--- src/rtl/lfp_defs.vh ---
// Purpose: constants for the lock and fuse protection block
// Assumes: 32-bit register port, byte addresses
// Notes: bit value 0 means programmed, 1 means unprogrammed
`ifndef LFP_DEFS_VH
`define LFP_DEFS_VH

// register byte offsets
`define LFP_REG_LOCK 8'h00
`define LFP_REG_FUSE_HIGH 8'h04
`define LFP_REG_FUSE_LOW 8'h08
`define LFP_REG_DATA 8'h0C
`define LFP_REG_CMD 8'h10
`define LFP_REG_STATUS 8'h14
`define LFP_REG_RESULT 8'h18

// reset values of the non-volatile bits
`define LFP_LOCK_RESET 6'h3F
`define LFP_FUSE_HIGH_RESET 7'h4F
`define LFP_FUSE_LOW_RESET 6'h32

// lock bit positions
`define LFP_LK_MEM_LOW 0
`define LFP_LK_MEM_HIGH 1
`define LFP_LK_APP_LOW 2
`define LFP_LK_APP_HIGH 3
`define LFP_LK_BOOT_LOW 4
`define LFP_LK_BOOT_HIGH 5

// high fuse positions
`define LFP_FH_BOOT_RESET 0
`define LFP_FH_BOOT_SIZE_LO 1
`define LFP_FH_BOOT_SIZE_HI 2
`define LFP_FH_EEPROM_PRESERVE 3
`define LFP_FH_SERIAL_PROG 4
`define LFP_FH_JTAG 5
`define LFP_FH_DEBUG 6

// low fuse positions
`define LFP_FL_CLOCK_SEL_HI 3
`define LFP_FL_BROWNOUT_ENABLE 4
`define LFP_FL_BROWNOUT_LEVEL 5

// command register fields
`define LFP_CMD_OP_HI 3
`define LFP_CMD_IF_LO 4
`define LFP_CMD_IF_HI 5

// command codes
`define LFP_OP_WRITE_FLASH 4'h1
`define LFP_OP_WRITE_EEPROM 4'h2
`define LFP_OP_READ_FLASH 4'h3
`define LFP_OP_READ_EEPROM 4'h4
`define LFP_OP_WRITE_FUSE_HIGH 4'h5
`define LFP_OP_WRITE_FUSE_LOW 4'h6
`define LFP_OP_WRITE_LOCK 4'h7
`define LFP_OP_READ_FUSE_LOCK 4'h8
`define LFP_OP_CHIP_ERASE 4'h9

// programming interface codes
`define LFP_IF_PARALLEL 2'h0
`define LFP_IF_SERIAL 2'h1
`define LFP_IF_JTAG 2'h2

// status bits
`define LFP_ST_BUSY 0
`define LFP_ST_ACCEPTED 1
`define LFP_ST_REFUSED 2
`define LFP_ST_FUSE_LOCKED 3
`define LFP_ST_MEM_WRITE_LOCKED 4
`define LFP_ST_MEM_READ_LOCKED 5

`endif

--- src/rtl/lfp_protect_unused_guard.v ---
`timescale 1ns/1ns
`default_nettype none
`default_nettype wire

--- src/rtl/lfp_protect.v ---
// Purpose: lock bit and fuse bit store with the protection decode
// Assumes: one clock, programmer commands arrive on the register port
// Notes: storage is flip-flops standing in for the non-volatile cells
// Overview of operation
// - six lock bits, 1 unprogrammed, 0 programmed, decide all protection
// - lock bits return to 1 only through a chip erase
// - memory lock 10 refuses flash and eeprom writes and locks fuses
// - memory lock 00 also refuses read-back of flash and eeprom
// - application lock 10 or 00 blocks stores into application section
// - application lock 00 or 01 blocks boot code reading application
// - same modes mask interrupts in application code with boot vectors
// - boot lock 10 or 00 blocks stores into boot section
// - boot lock 00 or 01 blocks application code reading boot section
// - same modes mask interrupts in boot code with application vectors
// - thirteen fuses, high and low group, open to parallel and jtag
// - serial programming can neither read nor change serial enable fuse
// - debug only when debug and jtag fuses programmed; debug default 1
// - programmed debug fuse keeps clocks running in every sleep mode
// - programmed jtag fuse routes jtag onto port pins; default 0
// - programmed serial enable fuse allows serial download; default 0
// - programmed eeprom preserve fuse keeps eeprom over erase; default 1
// - eeprom preserve fuse cannot be programmed while any lock programmed
// - boot reset fuse 0 selects boot start by size fuses, 1 selects zero
// - brown-out enable fuse 0 enables detection; both brown-out fuses default 1
// - four clock select fuses pick clock and start-up, default 0010
// - chip erase keeps fuses; programmed low memory lock freezes fuses
// - lock bits stay programmed until flash erase has fully completed
//
// The strobed register port and the register offsets were decided locally.
`include "lfp_defs.vh"
`timescale 1ns/1ns
`default_nettype none

module lfp_protect #(
  parameter ADDR_W = 8,
  parameter DATA_W = 32
) (
  input wire i_mclk,
  input wire i_resetn,
  input wire [ADDR_W-1:0] i_addr,
  input wire [DATA_W-1:0] i_wdata,
  input wire i_wr,
  input wire i_rd,
  output reg [DATA_W-1:0] o_rdata,
  input wire i_spm_req,
  input wire i_spm_target_boot,
  input wire i_lpm_req,
  input wire i_lpm_target_boot,
  input wire i_exec_in_boot,
  input wire i_vectors_in_boot,
  output wire o_spm_allow,
  output wire o_lpm_allow,
  output wire o_int_disable,
  output reg o_mem_write_go,
  output reg o_mem_read_go,
  output reg o_mem_is_eeprom,
  output reg o_flash_erase,
  output reg o_eeprom_erase,
  input wire i_flash_erase_done,
  output wire o_debug_enable,
  output wire o_sleep_clock_keep,
  output wire o_jtag_pins_enable,
  output wire o_serial_prog_enable,
  output wire o_eeprom_preserve,
  output wire o_reset_vector_boot,
  output wire [1:0] o_boot_size,
  output wire o_brownout_enable,
  output wire o_brownout_level,
  output wire [3:0] o_clock_select
);

  localparam ST_IDLE = 1'b0;
  localparam ST_ERASE = 1'b1;

  reg [5:0] lock_bits;
  reg [6:0] fuse_high;
  reg [5:0] fuse_low;
  reg [DATA_W-1:0] data_stage;
  reg [DATA_W-1:0] result;
  reg state;
  reg accepted;
  reg refused;

  // a pair is "restricted" when its low bit is programmed
  function write_block;
    input [1:0] pair;
    begin
      write_block = ~pair[0];
    end
  endfunction

  // a pair blocks cross-section reads when its high bit is programmed
  function read_block;
    input [1:0] pair;
    begin
      read_block = ~pair[1];
    end
  endfunction

  wire [1:0] mem_pair = {lock_bits[`LFP_LK_MEM_HIGH], lock_bits[`LFP_LK_MEM_LOW]};
  wire [1:0] app_pair = {lock_bits[`LFP_LK_APP_HIGH], lock_bits[`LFP_LK_APP_LOW]};
  wire [1:0] boot_pair = {lock_bits[`LFP_LK_BOOT_HIGH], lock_bits[`LFP_LK_BOOT_LOW]};

  wire mem_lock_low = lock_bits[`LFP_LK_MEM_LOW];
  wire mem_lock_high = lock_bits[`LFP_LK_MEM_HIGH];

  // memory lock decode for the programming interfaces
  wire mem_write_locked = (mem_pair != 2'h3);
  wire mem_read_locked = ~mem_lock_high;
  wire fuses_locked = ~mem_lock_low;
  wire any_lock_programmed = (lock_bits != `LFP_LOCK_RESET);

  // self-programming store and load gating
  wire spm_app_block = write_block(app_pair) & ~i_spm_target_boot;
  wire spm_boot_block = write_block(boot_pair) & i_spm_target_boot;
  wire lpm_app_block = read_block(app_pair) & i_exec_in_boot & ~i_lpm_target_boot;
  wire lpm_boot_block = read_block(boot_pair) & ~i_exec_in_boot & i_lpm_target_boot;

  assign o_spm_allow = i_spm_req & ~spm_app_block & ~spm_boot_block;
  assign o_lpm_allow = i_lpm_req & ~lpm_app_block & ~lpm_boot_block;
  assign o_int_disable = (read_block(app_pair) & i_vectors_in_boot & ~i_exec_in_boot) |
                         (read_block(boot_pair) & ~i_vectors_in_boot & i_exec_in_boot);

  // fuse effects
  wire debug_fuse = fuse_high[`LFP_FH_DEBUG];
  wire jtag_fuse = fuse_high[`LFP_FH_JTAG];
  assign o_debug_enable = ~debug_fuse & ~jtag_fuse;
  assign o_sleep_clock_keep = ~debug_fuse;
  assign o_jtag_pins_enable = ~jtag_fuse;
  assign o_serial_prog_enable = ~fuse_high[`LFP_FH_SERIAL_PROG];
  assign o_eeprom_preserve = ~fuse_high[`LFP_FH_EEPROM_PRESERVE];
  assign o_reset_vector_boot = ~fuse_high[`LFP_FH_BOOT_RESET];
  assign o_boot_size = fuse_high[`LFP_FH_BOOT_SIZE_HI:`LFP_FH_BOOT_SIZE_LO];
  assign o_brownout_enable = ~fuse_low[`LFP_FL_BROWNOUT_ENABLE];
  assign o_brownout_level = fuse_low[`LFP_FL_BROWNOUT_LEVEL];
  assign o_clock_select = fuse_low[`LFP_FL_CLOCK_SEL_HI:0];

  // command decode
  wire cmd_wr = i_wr & (i_addr == `LFP_REG_CMD);
  wire [3:0] cmd_op = i_wdata[`LFP_CMD_OP_HI:0];
  wire [1:0] cmd_if = i_wdata[`LFP_CMD_IF_HI:`LFP_CMD_IF_LO];
  wire cmd_serial = (cmd_if == `LFP_IF_SERIAL);
  wire cmd_if_ok = (cmd_if != 2'h3);
  wire serial_off = cmd_serial & fuse_high[`LFP_FH_SERIAL_PROG];

  // fuse write values with the serial-enable fuse shielded on serial
  wire [6:0] stage_high = data_stage[6:0];
  wire [6:0] keep_serial = {stage_high[6:5], fuse_high[`LFP_FH_SERIAL_PROG], stage_high[3:0]};
  wire [6:0] high_masked = cmd_serial ? keep_serial : stage_high;
  wire eeprom_preserve_fuse_illegal = ~high_masked[`LFP_FH_EEPROM_PRESERVE] & fuse_high[`LFP_FH_EEPROM_PRESERVE] &
                        any_lock_programmed;
  wire [6:0] high_final = eeprom_preserve_fuse_illegal ?
                          {high_masked[6:4], 1'b1, high_masked[2:0]} : high_masked;

  // result of a fuse and lock read
  wire [6:0] high_view = cmd_serial ?
                         {fuse_high[6:5], 1'b1, fuse_high[3:0]} : fuse_high;
  // lock in [5:0], high fuses in [14:8], low fuses in [21:16]
  wire [DATA_W-1:0] fuse_lock_view = {{(DATA_W-22){1'b0}}, fuse_low, 1'b0, high_view, 2'h0, lock_bits};

  reg next_ok;
  reg next_write_go;
  reg next_read_go;
  reg next_erase;

  always @* begin
    next_ok = 1'b0;
    next_write_go = 1'b0;
    next_read_go = 1'b0;
    next_erase = 1'b0;
    if (cmd_wr && state == ST_IDLE && cmd_if_ok && !serial_off) begin
      case (cmd_op)
        `LFP_OP_WRITE_FLASH, `LFP_OP_WRITE_EEPROM: begin
          next_ok = ~mem_write_locked;
          next_write_go = ~mem_write_locked;
        end
        `LFP_OP_READ_FLASH, `LFP_OP_READ_EEPROM: begin
          next_ok = ~mem_read_locked;
          next_read_go = ~mem_read_locked;
        end
        `LFP_OP_WRITE_FUSE_HIGH: begin
          next_ok = ~fuses_locked & ~eeprom_preserve_fuse_illegal;
        end
        `LFP_OP_WRITE_FUSE_LOW: begin
          next_ok = ~fuses_locked;
        end
        `LFP_OP_WRITE_LOCK, `LFP_OP_READ_FUSE_LOCK: begin
          next_ok = 1'b1;
        end
        `LFP_OP_CHIP_ERASE: begin
          next_ok = 1'b1;
          next_erase = 1'b1;
        end
        default: begin
          next_ok = 1'b0;
        end
      endcase
    end
  end

  always @(posedge i_mclk or negedge i_resetn) begin
    if (!i_resetn) begin
      lock_bits <= `LFP_LOCK_RESET;
      fuse_high <= `LFP_FUSE_HIGH_RESET;
      fuse_low <= `LFP_FUSE_LOW_RESET;
      data_stage <= {DATA_W{1'b0}};
      result <= {DATA_W{1'b0}};
      state <= ST_IDLE;
      accepted <= 1'b0;
      refused <= 1'b0;
      o_mem_write_go <= 1'b0;
      o_mem_read_go <= 1'b0;
      o_mem_is_eeprom <= 1'b0;
      o_flash_erase <= 1'b0;
      o_eeprom_erase <= 1'b0;
    end else begin
      o_mem_write_go <= next_write_go;
      o_mem_read_go <= next_read_go;
      o_eeprom_erase <= 1'b0;
      if (i_wr && i_addr == `LFP_REG_DATA) begin
        data_stage <= i_wdata;
      end
      if (cmd_wr) begin
        accepted <= next_ok;
        refused <= ~next_ok;
        if (next_write_go || next_read_go) begin
          o_mem_is_eeprom <= (cmd_op == `LFP_OP_WRITE_EEPROM) || (cmd_op == `LFP_OP_READ_EEPROM);
        end
      end
      if (next_ok) begin
        case (cmd_op)
          `LFP_OP_WRITE_FUSE_HIGH: begin
            fuse_high <= high_final;
          end
          `LFP_OP_WRITE_FUSE_LOW: begin
            fuse_low <= data_stage[5:0];
          end
          `LFP_OP_WRITE_LOCK: begin
            lock_bits <= lock_bits & data_stage[5:0];
          end
          `LFP_OP_READ_FUSE_LOCK: begin
            result <= fuse_lock_view;
          end
          default: begin
            result <= result;
          end
        endcase
      end
      case (state)
        ST_IDLE: begin
          if (next_erase) begin
            state <= ST_ERASE;
            o_flash_erase <= 1'b1;
            o_eeprom_erase <= fuse_high[`LFP_FH_EEPROM_PRESERVE];
          end
        end
        ST_ERASE: begin
          if (i_flash_erase_done) begin
            state <= ST_IDLE;
            o_flash_erase <= 1'b0;
            lock_bits <= `LFP_LOCK_RESET;
          end
        end
        default: begin
          state <= ST_IDLE;
          o_flash_erase <= 1'b0;
        end
      endcase
    end
  end

  // register read port, data one cycle after the strobe
  always @(posedge i_mclk or negedge i_resetn) begin
    if (!i_resetn) begin
      o_rdata <= {DATA_W{1'b0}};
    end else if (i_rd) begin
      case (i_addr)
        `LFP_REG_LOCK: o_rdata <= {{(DATA_W-6){1'b0}}, lock_bits};
        `LFP_REG_FUSE_HIGH: o_rdata <= {{(DATA_W-7){1'b0}}, fuse_high};
        `LFP_REG_FUSE_LOW: o_rdata <= {{(DATA_W-6){1'b0}}, fuse_low};
        `LFP_REG_DATA: o_rdata <= data_stage;
        `LFP_REG_STATUS: o_rdata <= {{(DATA_W-6){1'b0}}, mem_read_locked, mem_write_locked,
                                     fuses_locked, refused, accepted, state};
        `LFP_REG_RESULT: o_rdata <= result;
        default: o_rdata <= {DATA_W{1'b0}};
      endcase
    end else begin
      o_rdata <= {DATA_W{1'b0}};
    end
  end

endmodule

`default_nettype wire

--- config.mk ---
export PLATFORM = sky130hd
export DESIGN_NAME = lfp_protect
export DESIGN_NICKNAME = d
export VERILOG_FILES = /design/src/rtl/lfp_protect_unused_guard.v /design/src/rtl/lfp_protect.v
export VERILOG_INCLUDE_DIRS = /design/src /design/src/rtl
export SDC_FILE = /design/constraint.sdc
export NUM_CORES = 1
export LEC_CHECK = 0
export BUFFER_PORTS_ARGS = -buffer_cell sky130_fd_sc_hd__buf_4
export CAP_MARGIN = 30
export CORE_MARGIN = 2
export CORE_UTILIZATION = 49
export CTS_CLUSTER_DIAMETER = 150
export CTS_CLUSTER_SIZE = 8
export DETAILED_ROUTE_END_ITERATION = 16
export GPL_ROUTABILITY_DRIVEN = 0
export GPL_TIMING_DRIVEN = 0
export PLACE_DENSITY = 0.79
export SLEW_MARGIN = 20
export SYNTH_ARGS = -nofsm -noshare
export SYNTH_HDL_FRONTEND = slang
export SYNTH_SLANG_ARGS = --single-unit
--- constraint.sdc ---
create_clock -name i_mclk -period 2.05 [get_ports i_mclk]
set_input_delay 0.3075 -clock i_mclk [delete_from_list [all_inputs] [get_ports i_mclk]]
set_output_delay 0.3075 -clock i_mclk [all_outputs]
set_load 0.01 [all_outputs]
# == Word-level counts from Yosys, hierarchy flattened ==
# Index checks and enable logic that the tools add are counted.
# op_classes
eq_ne,21
mux,25
reduce_logical,16
bitwise_logic,47
# op_table
cell,n
$pmux 32 s6,1
$mux 32,1
$not 1->1,25
$eq 8x5->1 const B,3
$mux 6,4
$and 1x1->1,20
$eq 4x3->1 const B,4
$eq 8x4->1 const B,2
$mux 1,13
$mux 5,2
$reduce_and 2->1,5
$eq 4x2->1 const B,2
$eq 4x4->1 const B,2
$eq 8x3->1 const B,1
$logic_not 8->1,1
$ne 2x2->1 const B,4
$and 6x6->6,1
$ne 6x6->1 const B,1
$pmux 1 s5,1
$eq 4x1->1 const B,1
$logic_and 1x1->1,4
$mux 4,1
$pmux 1 s2,2
$reduce_or 2->1,2
5 further kinds,6
# totals
register_bits,110
out_inout_bits,54
in_bits,51
wordCells,123

# == Longest topological paths before layout ==
# logic_depth
depth_word,12
ltp_mapped,8
mapped_depth_nobuf,5

# == Worst setup path before layout ==
# Ideal clock, no wire load.
# synth_path
kind,flip-flop to flip-flop
start,register lock_bits[1]
end,register fuse_high[4]
path_stages_with_launch,8
period_less_slack_ns,2.019
path_slack_ns,0.031
n_path_buf,2
setup_ns,0.125
arrival_ns,1.894
required_time_ns,1.925
cell_sequence,dfstp_2 -> clkbuf_1 -> and2_1 -> clkbuf_1 -> a211o_1 -> nand4_2 -> a21oi_1 -> mux2_2
# synth_via
elab_chain_len,7
word_cells_on_any_way,9
cone_classes,eq/ne (2); mux (2); bitwise (4); reduce/logical (1)
# synth_rtl
item,line_no,text
"start, declared",lfp_protect.v:75,reg [5:0] lock_bits;
"start signal, assigned",lfp_protect.v:203,lock_bits <= `LFP_LOCK_RESET;
"start signal, assigned",lfp_protect.v:239,lock_bits <= lock_bits & data_stage[5:0];
"start signal, assigned",lfp_protect.v:261,lock_bits <= `LFP_LOCK_RESET;
$ne 6x6->1 (no source line),--,
$and 1x1->1,lfp_protect.v:150,wire eeprom_preserve_fuse_illegal = ~high_masked[`LFP_FH_EEPROM_PRESERVE] & fuse_high[`LFP_FH_EEPROM_PRESERVE] ...
$not 1->1,lfp_protect.v:182,next_ok = ~fuses_locked & ~eeprom_preserve_fuse_illegal;
$and 1x1->1,lfp_protect.v:182,
$pmux 1 s5 *,lfp_protect.v:172,case (cmd_op)
$mux 1 *,lfp_protect.v:171,if (cmd_wr && state == ST_IDLE && cmd_if_ok && !serial_off) begin
$reduce_and 2->1 (no source line) *,--,
"end signal, assigned",lfp_protect.v:204,fuse_high <= `LFP_FUSE_HIGH_RESET;
"end signal, assigned",lfp_protect.v:233,fuse_high <= high_final;
"end, declared",lfp_protect.v:76,reg [6:0] fuse_high;
# Every way passes the cells marked *; elsewhere a longest branch is shown, timed or not.
# A chain may end at the register's enable or synchronous reset.

# == Worst setup path after layout ==
# Ends and elaborated chain as after synthesis.

==> results.txt <==
number of cells on the worst reg-to-reg path = 5
fin nets = 524
Max Clock Skew = 0.0130 ns
Post-Synthesis Cells = 356
Max-cap violations = 0
register bit total from synthesis = 110
Post-Place Cell Area = 0.00565 mm²
CTS sink cnt = 110
CP Launch Type = flop
Die ar. = 0.0104 mm²
commonest cells in the netlist = dfrtp_1, mux2_2
H-tree depth = 3
Slew headroom = 45.6%
total CTS buffers = 9
worst-path fanout max = 9
largest net degree at the start of global routing = 111
Worst-path clk slew = 0.10 ns
Detailed Route Iter0 Violations = 132
CTS tree = yes
R2R setup slack = 0.07 ns
Die W = 102 µm
syn_area_per_cell = 13.2 µm²
effective utilization at floorplan = 50.8%
CP max stage cell = dfstp_2
initial antenna violation count = 0
# IOs = 105
Seq/Total Area, Yosys = 58.7%
Total Routing Usage GR = 21.0%
Worst Path Arrival = 2.24 ns
PwrDens = 644 mW/mm²
Leak Pwr = 2.97 nW
Synth Flop Type = dfrtp_1
global route overflow = 0
crit-path cells = and2_2 -> a211o_1 -> nand4_4 -> a21oi_1 -> mux2_2
synth top area cells = dfrtp_1, mux2_2, dfstp_2, a22o_1, mux4_2
worst vdd ir = 317 µV
top-count cell post-synth = dfrtp_1
net count after synthesis = 407
post-synth cell types = 51
final hold slack = 0.124 ns
Slew @ Worst Pin = 0.805 ns
status = completed
Synth top area share = 50.9%
Tot Pwr = 3.81 mW
Placed Cells = 588
first-pass GRT wire length = 16400 µm
area grow syn2layout = 25.3%
Hold Crit Class = in -> reg
layout cells sized above 1 = 45.0%
CP startpoint = lock_bits[1]
Clk Latency, worst-skew pair = 0.37 ns
YS warnings = 0
CP endpoint = fuse_high[4]
Residual DRC = 0
Reg area = 0.00277 mm²
crit path kind = reg -> reg
Crit. End Element = flop
R2R Path End = fuse_high[4]
FP Rows = 35
clock buffer depth = 2
antenna fix cells = 0
Yosys top cell by area = dfrtp_1
WL/cell = 17.1 µm
crit-path max cell delay = 0.65 ns
Post-Layout Cell Count = 607
vias = 3265
vias in the first global route = 3179
final cell area excluding filler cells = 0.00591 mm²
Via density = 5.38
Final Setup Violations = 0
cell area after synthesis = 0.00472 mm²
Post-DP HPWL = 7360 µm
multi-input logic area = 0.00176 mm²
die extent in y = 102 µm
post-layout min period = 1.98 ns
Fmax achieved = 504 MHz
Placeable Area = 0.00928 mm²
asr flop ratio synth = 100%
CTS root buf = clkbuf_8
final wirelength = 10400 µm
Final Hold Viols = 0
number of synthesized flops with an enable pin = 0
drt pass-1 iters = 4
worst r2r src = lock_bits[1]
Slew Viols, Final = 0
fin crit share = 96.7%
Final ANT Viol Nets = 0
CP required = 2.31 ns
number of port buffers = 103
fillcell total = 740
power breakdown:
part / internal (mW) / leakage (nW) / switching [mW]
clock network: 0.465 / 0.0936 / 0.749
logic: 0.163 / 1.41 / 0.157
registers: 2.23 / 1.47 / 0.0441
kinds of logic after synthesis:
logic type                Yosys count  share of synthesized area [%]
and+or+nand+nor                    76                           10.2
DFF                               110                           58.7
xor gates and xnor gates            2                          0.372
buffers and inverters              41                           4.17
AOI/OAI and AO/OA                  57                           8.68
muxes                              70                           17.8
final cells by class:
cell class	instances	share of cell area [%]
inverters	14	0.889
clock buffers	10	2.16
multi-input cells	205	29.8
plain buffers	25	2.44
well taps	129	2.73
flip-flops and latches	110	46.9
clock inverters	6	0.868
repair buffers	108	14.2
state kept, by name, indices dropped and copies added (netlist names), 6 cells and up:
signal	count
lock_bits	6
result	19
data_stage	32
fuse_low	6
fuse_high	7
o_rdata	32
layout by cell type, fill, tap and decap left out, types with 10 or more instances in the layout:
cell type	Yosys	layout
a21oi_1	10	10
a22o_1	13	13
and2_1	14	13
buf_4	8	112
clkbuf_1	12	11
dfrtp_1	96	95
dfstp_2	14	14
inv_1	14	14
mux2_2	53	53
nand2_1	12	12
nor2_1	14	14
stage by stage:
step / worst slack (ns) / utilization [%] / TNS [ns]
global route: -0.000347 / 63.6 / -0.000347
CTS: 0.0127 / 63.0 / 0
detailed placement: -0.518 / 60.9 / -16.41
floorplan: 0.0311 / - / 0
finish: 0.0671 / 63.6 / 0
global placement: -0.441 / 60.9 / -14.15
metal layers:
| layer | routed length (µm) | global-route usage [%] | vias to the layer above |
|---|---|---|---|
| li1 | - | - | 1502 |
| met2 | 5470 | 35.3 | 87 |
| met4 | 116 | 6.36 | 0 |
| met3 | 469 | 4.10 | 11 |
| met1 | 4320 | 27.8 | 1665 |
| met5 | 0 | 0 | - |
worst max-delay path, delay by kind of cell, from the launching register on:
family          cells  cell delay, ns
flops               1            0.65
simple gates        2            0.46
compound gates      2            0.42
mux                 1            0.35
repair_timing:
item	CTS	global route
buffers inserted	2	1
gates resized for setup	3	4
endpoints found under the setup margin	23	23
pin swaps	1	3
endpoints found under the hold margin	0	52
hold buffers	0	1
worst min path at each step:
stage               cells after the start               start              to  slack, ns
CTS                                     1            i_resetn  data_stage[28]       0.09
finish                                  2  i_flash_erase_done           state       0.12
global placement                        1      data_stage[28]     o_rdata[28]       0.45
floorplan                               0            i_resetn        accepted       0.01
detailed placement                      1      data_stage[23]     o_rdata[23]       0.46
global route                            2  i_flash_erase_done           state       0.11
No activity file was read; power rests on OpenSTA's default activity.
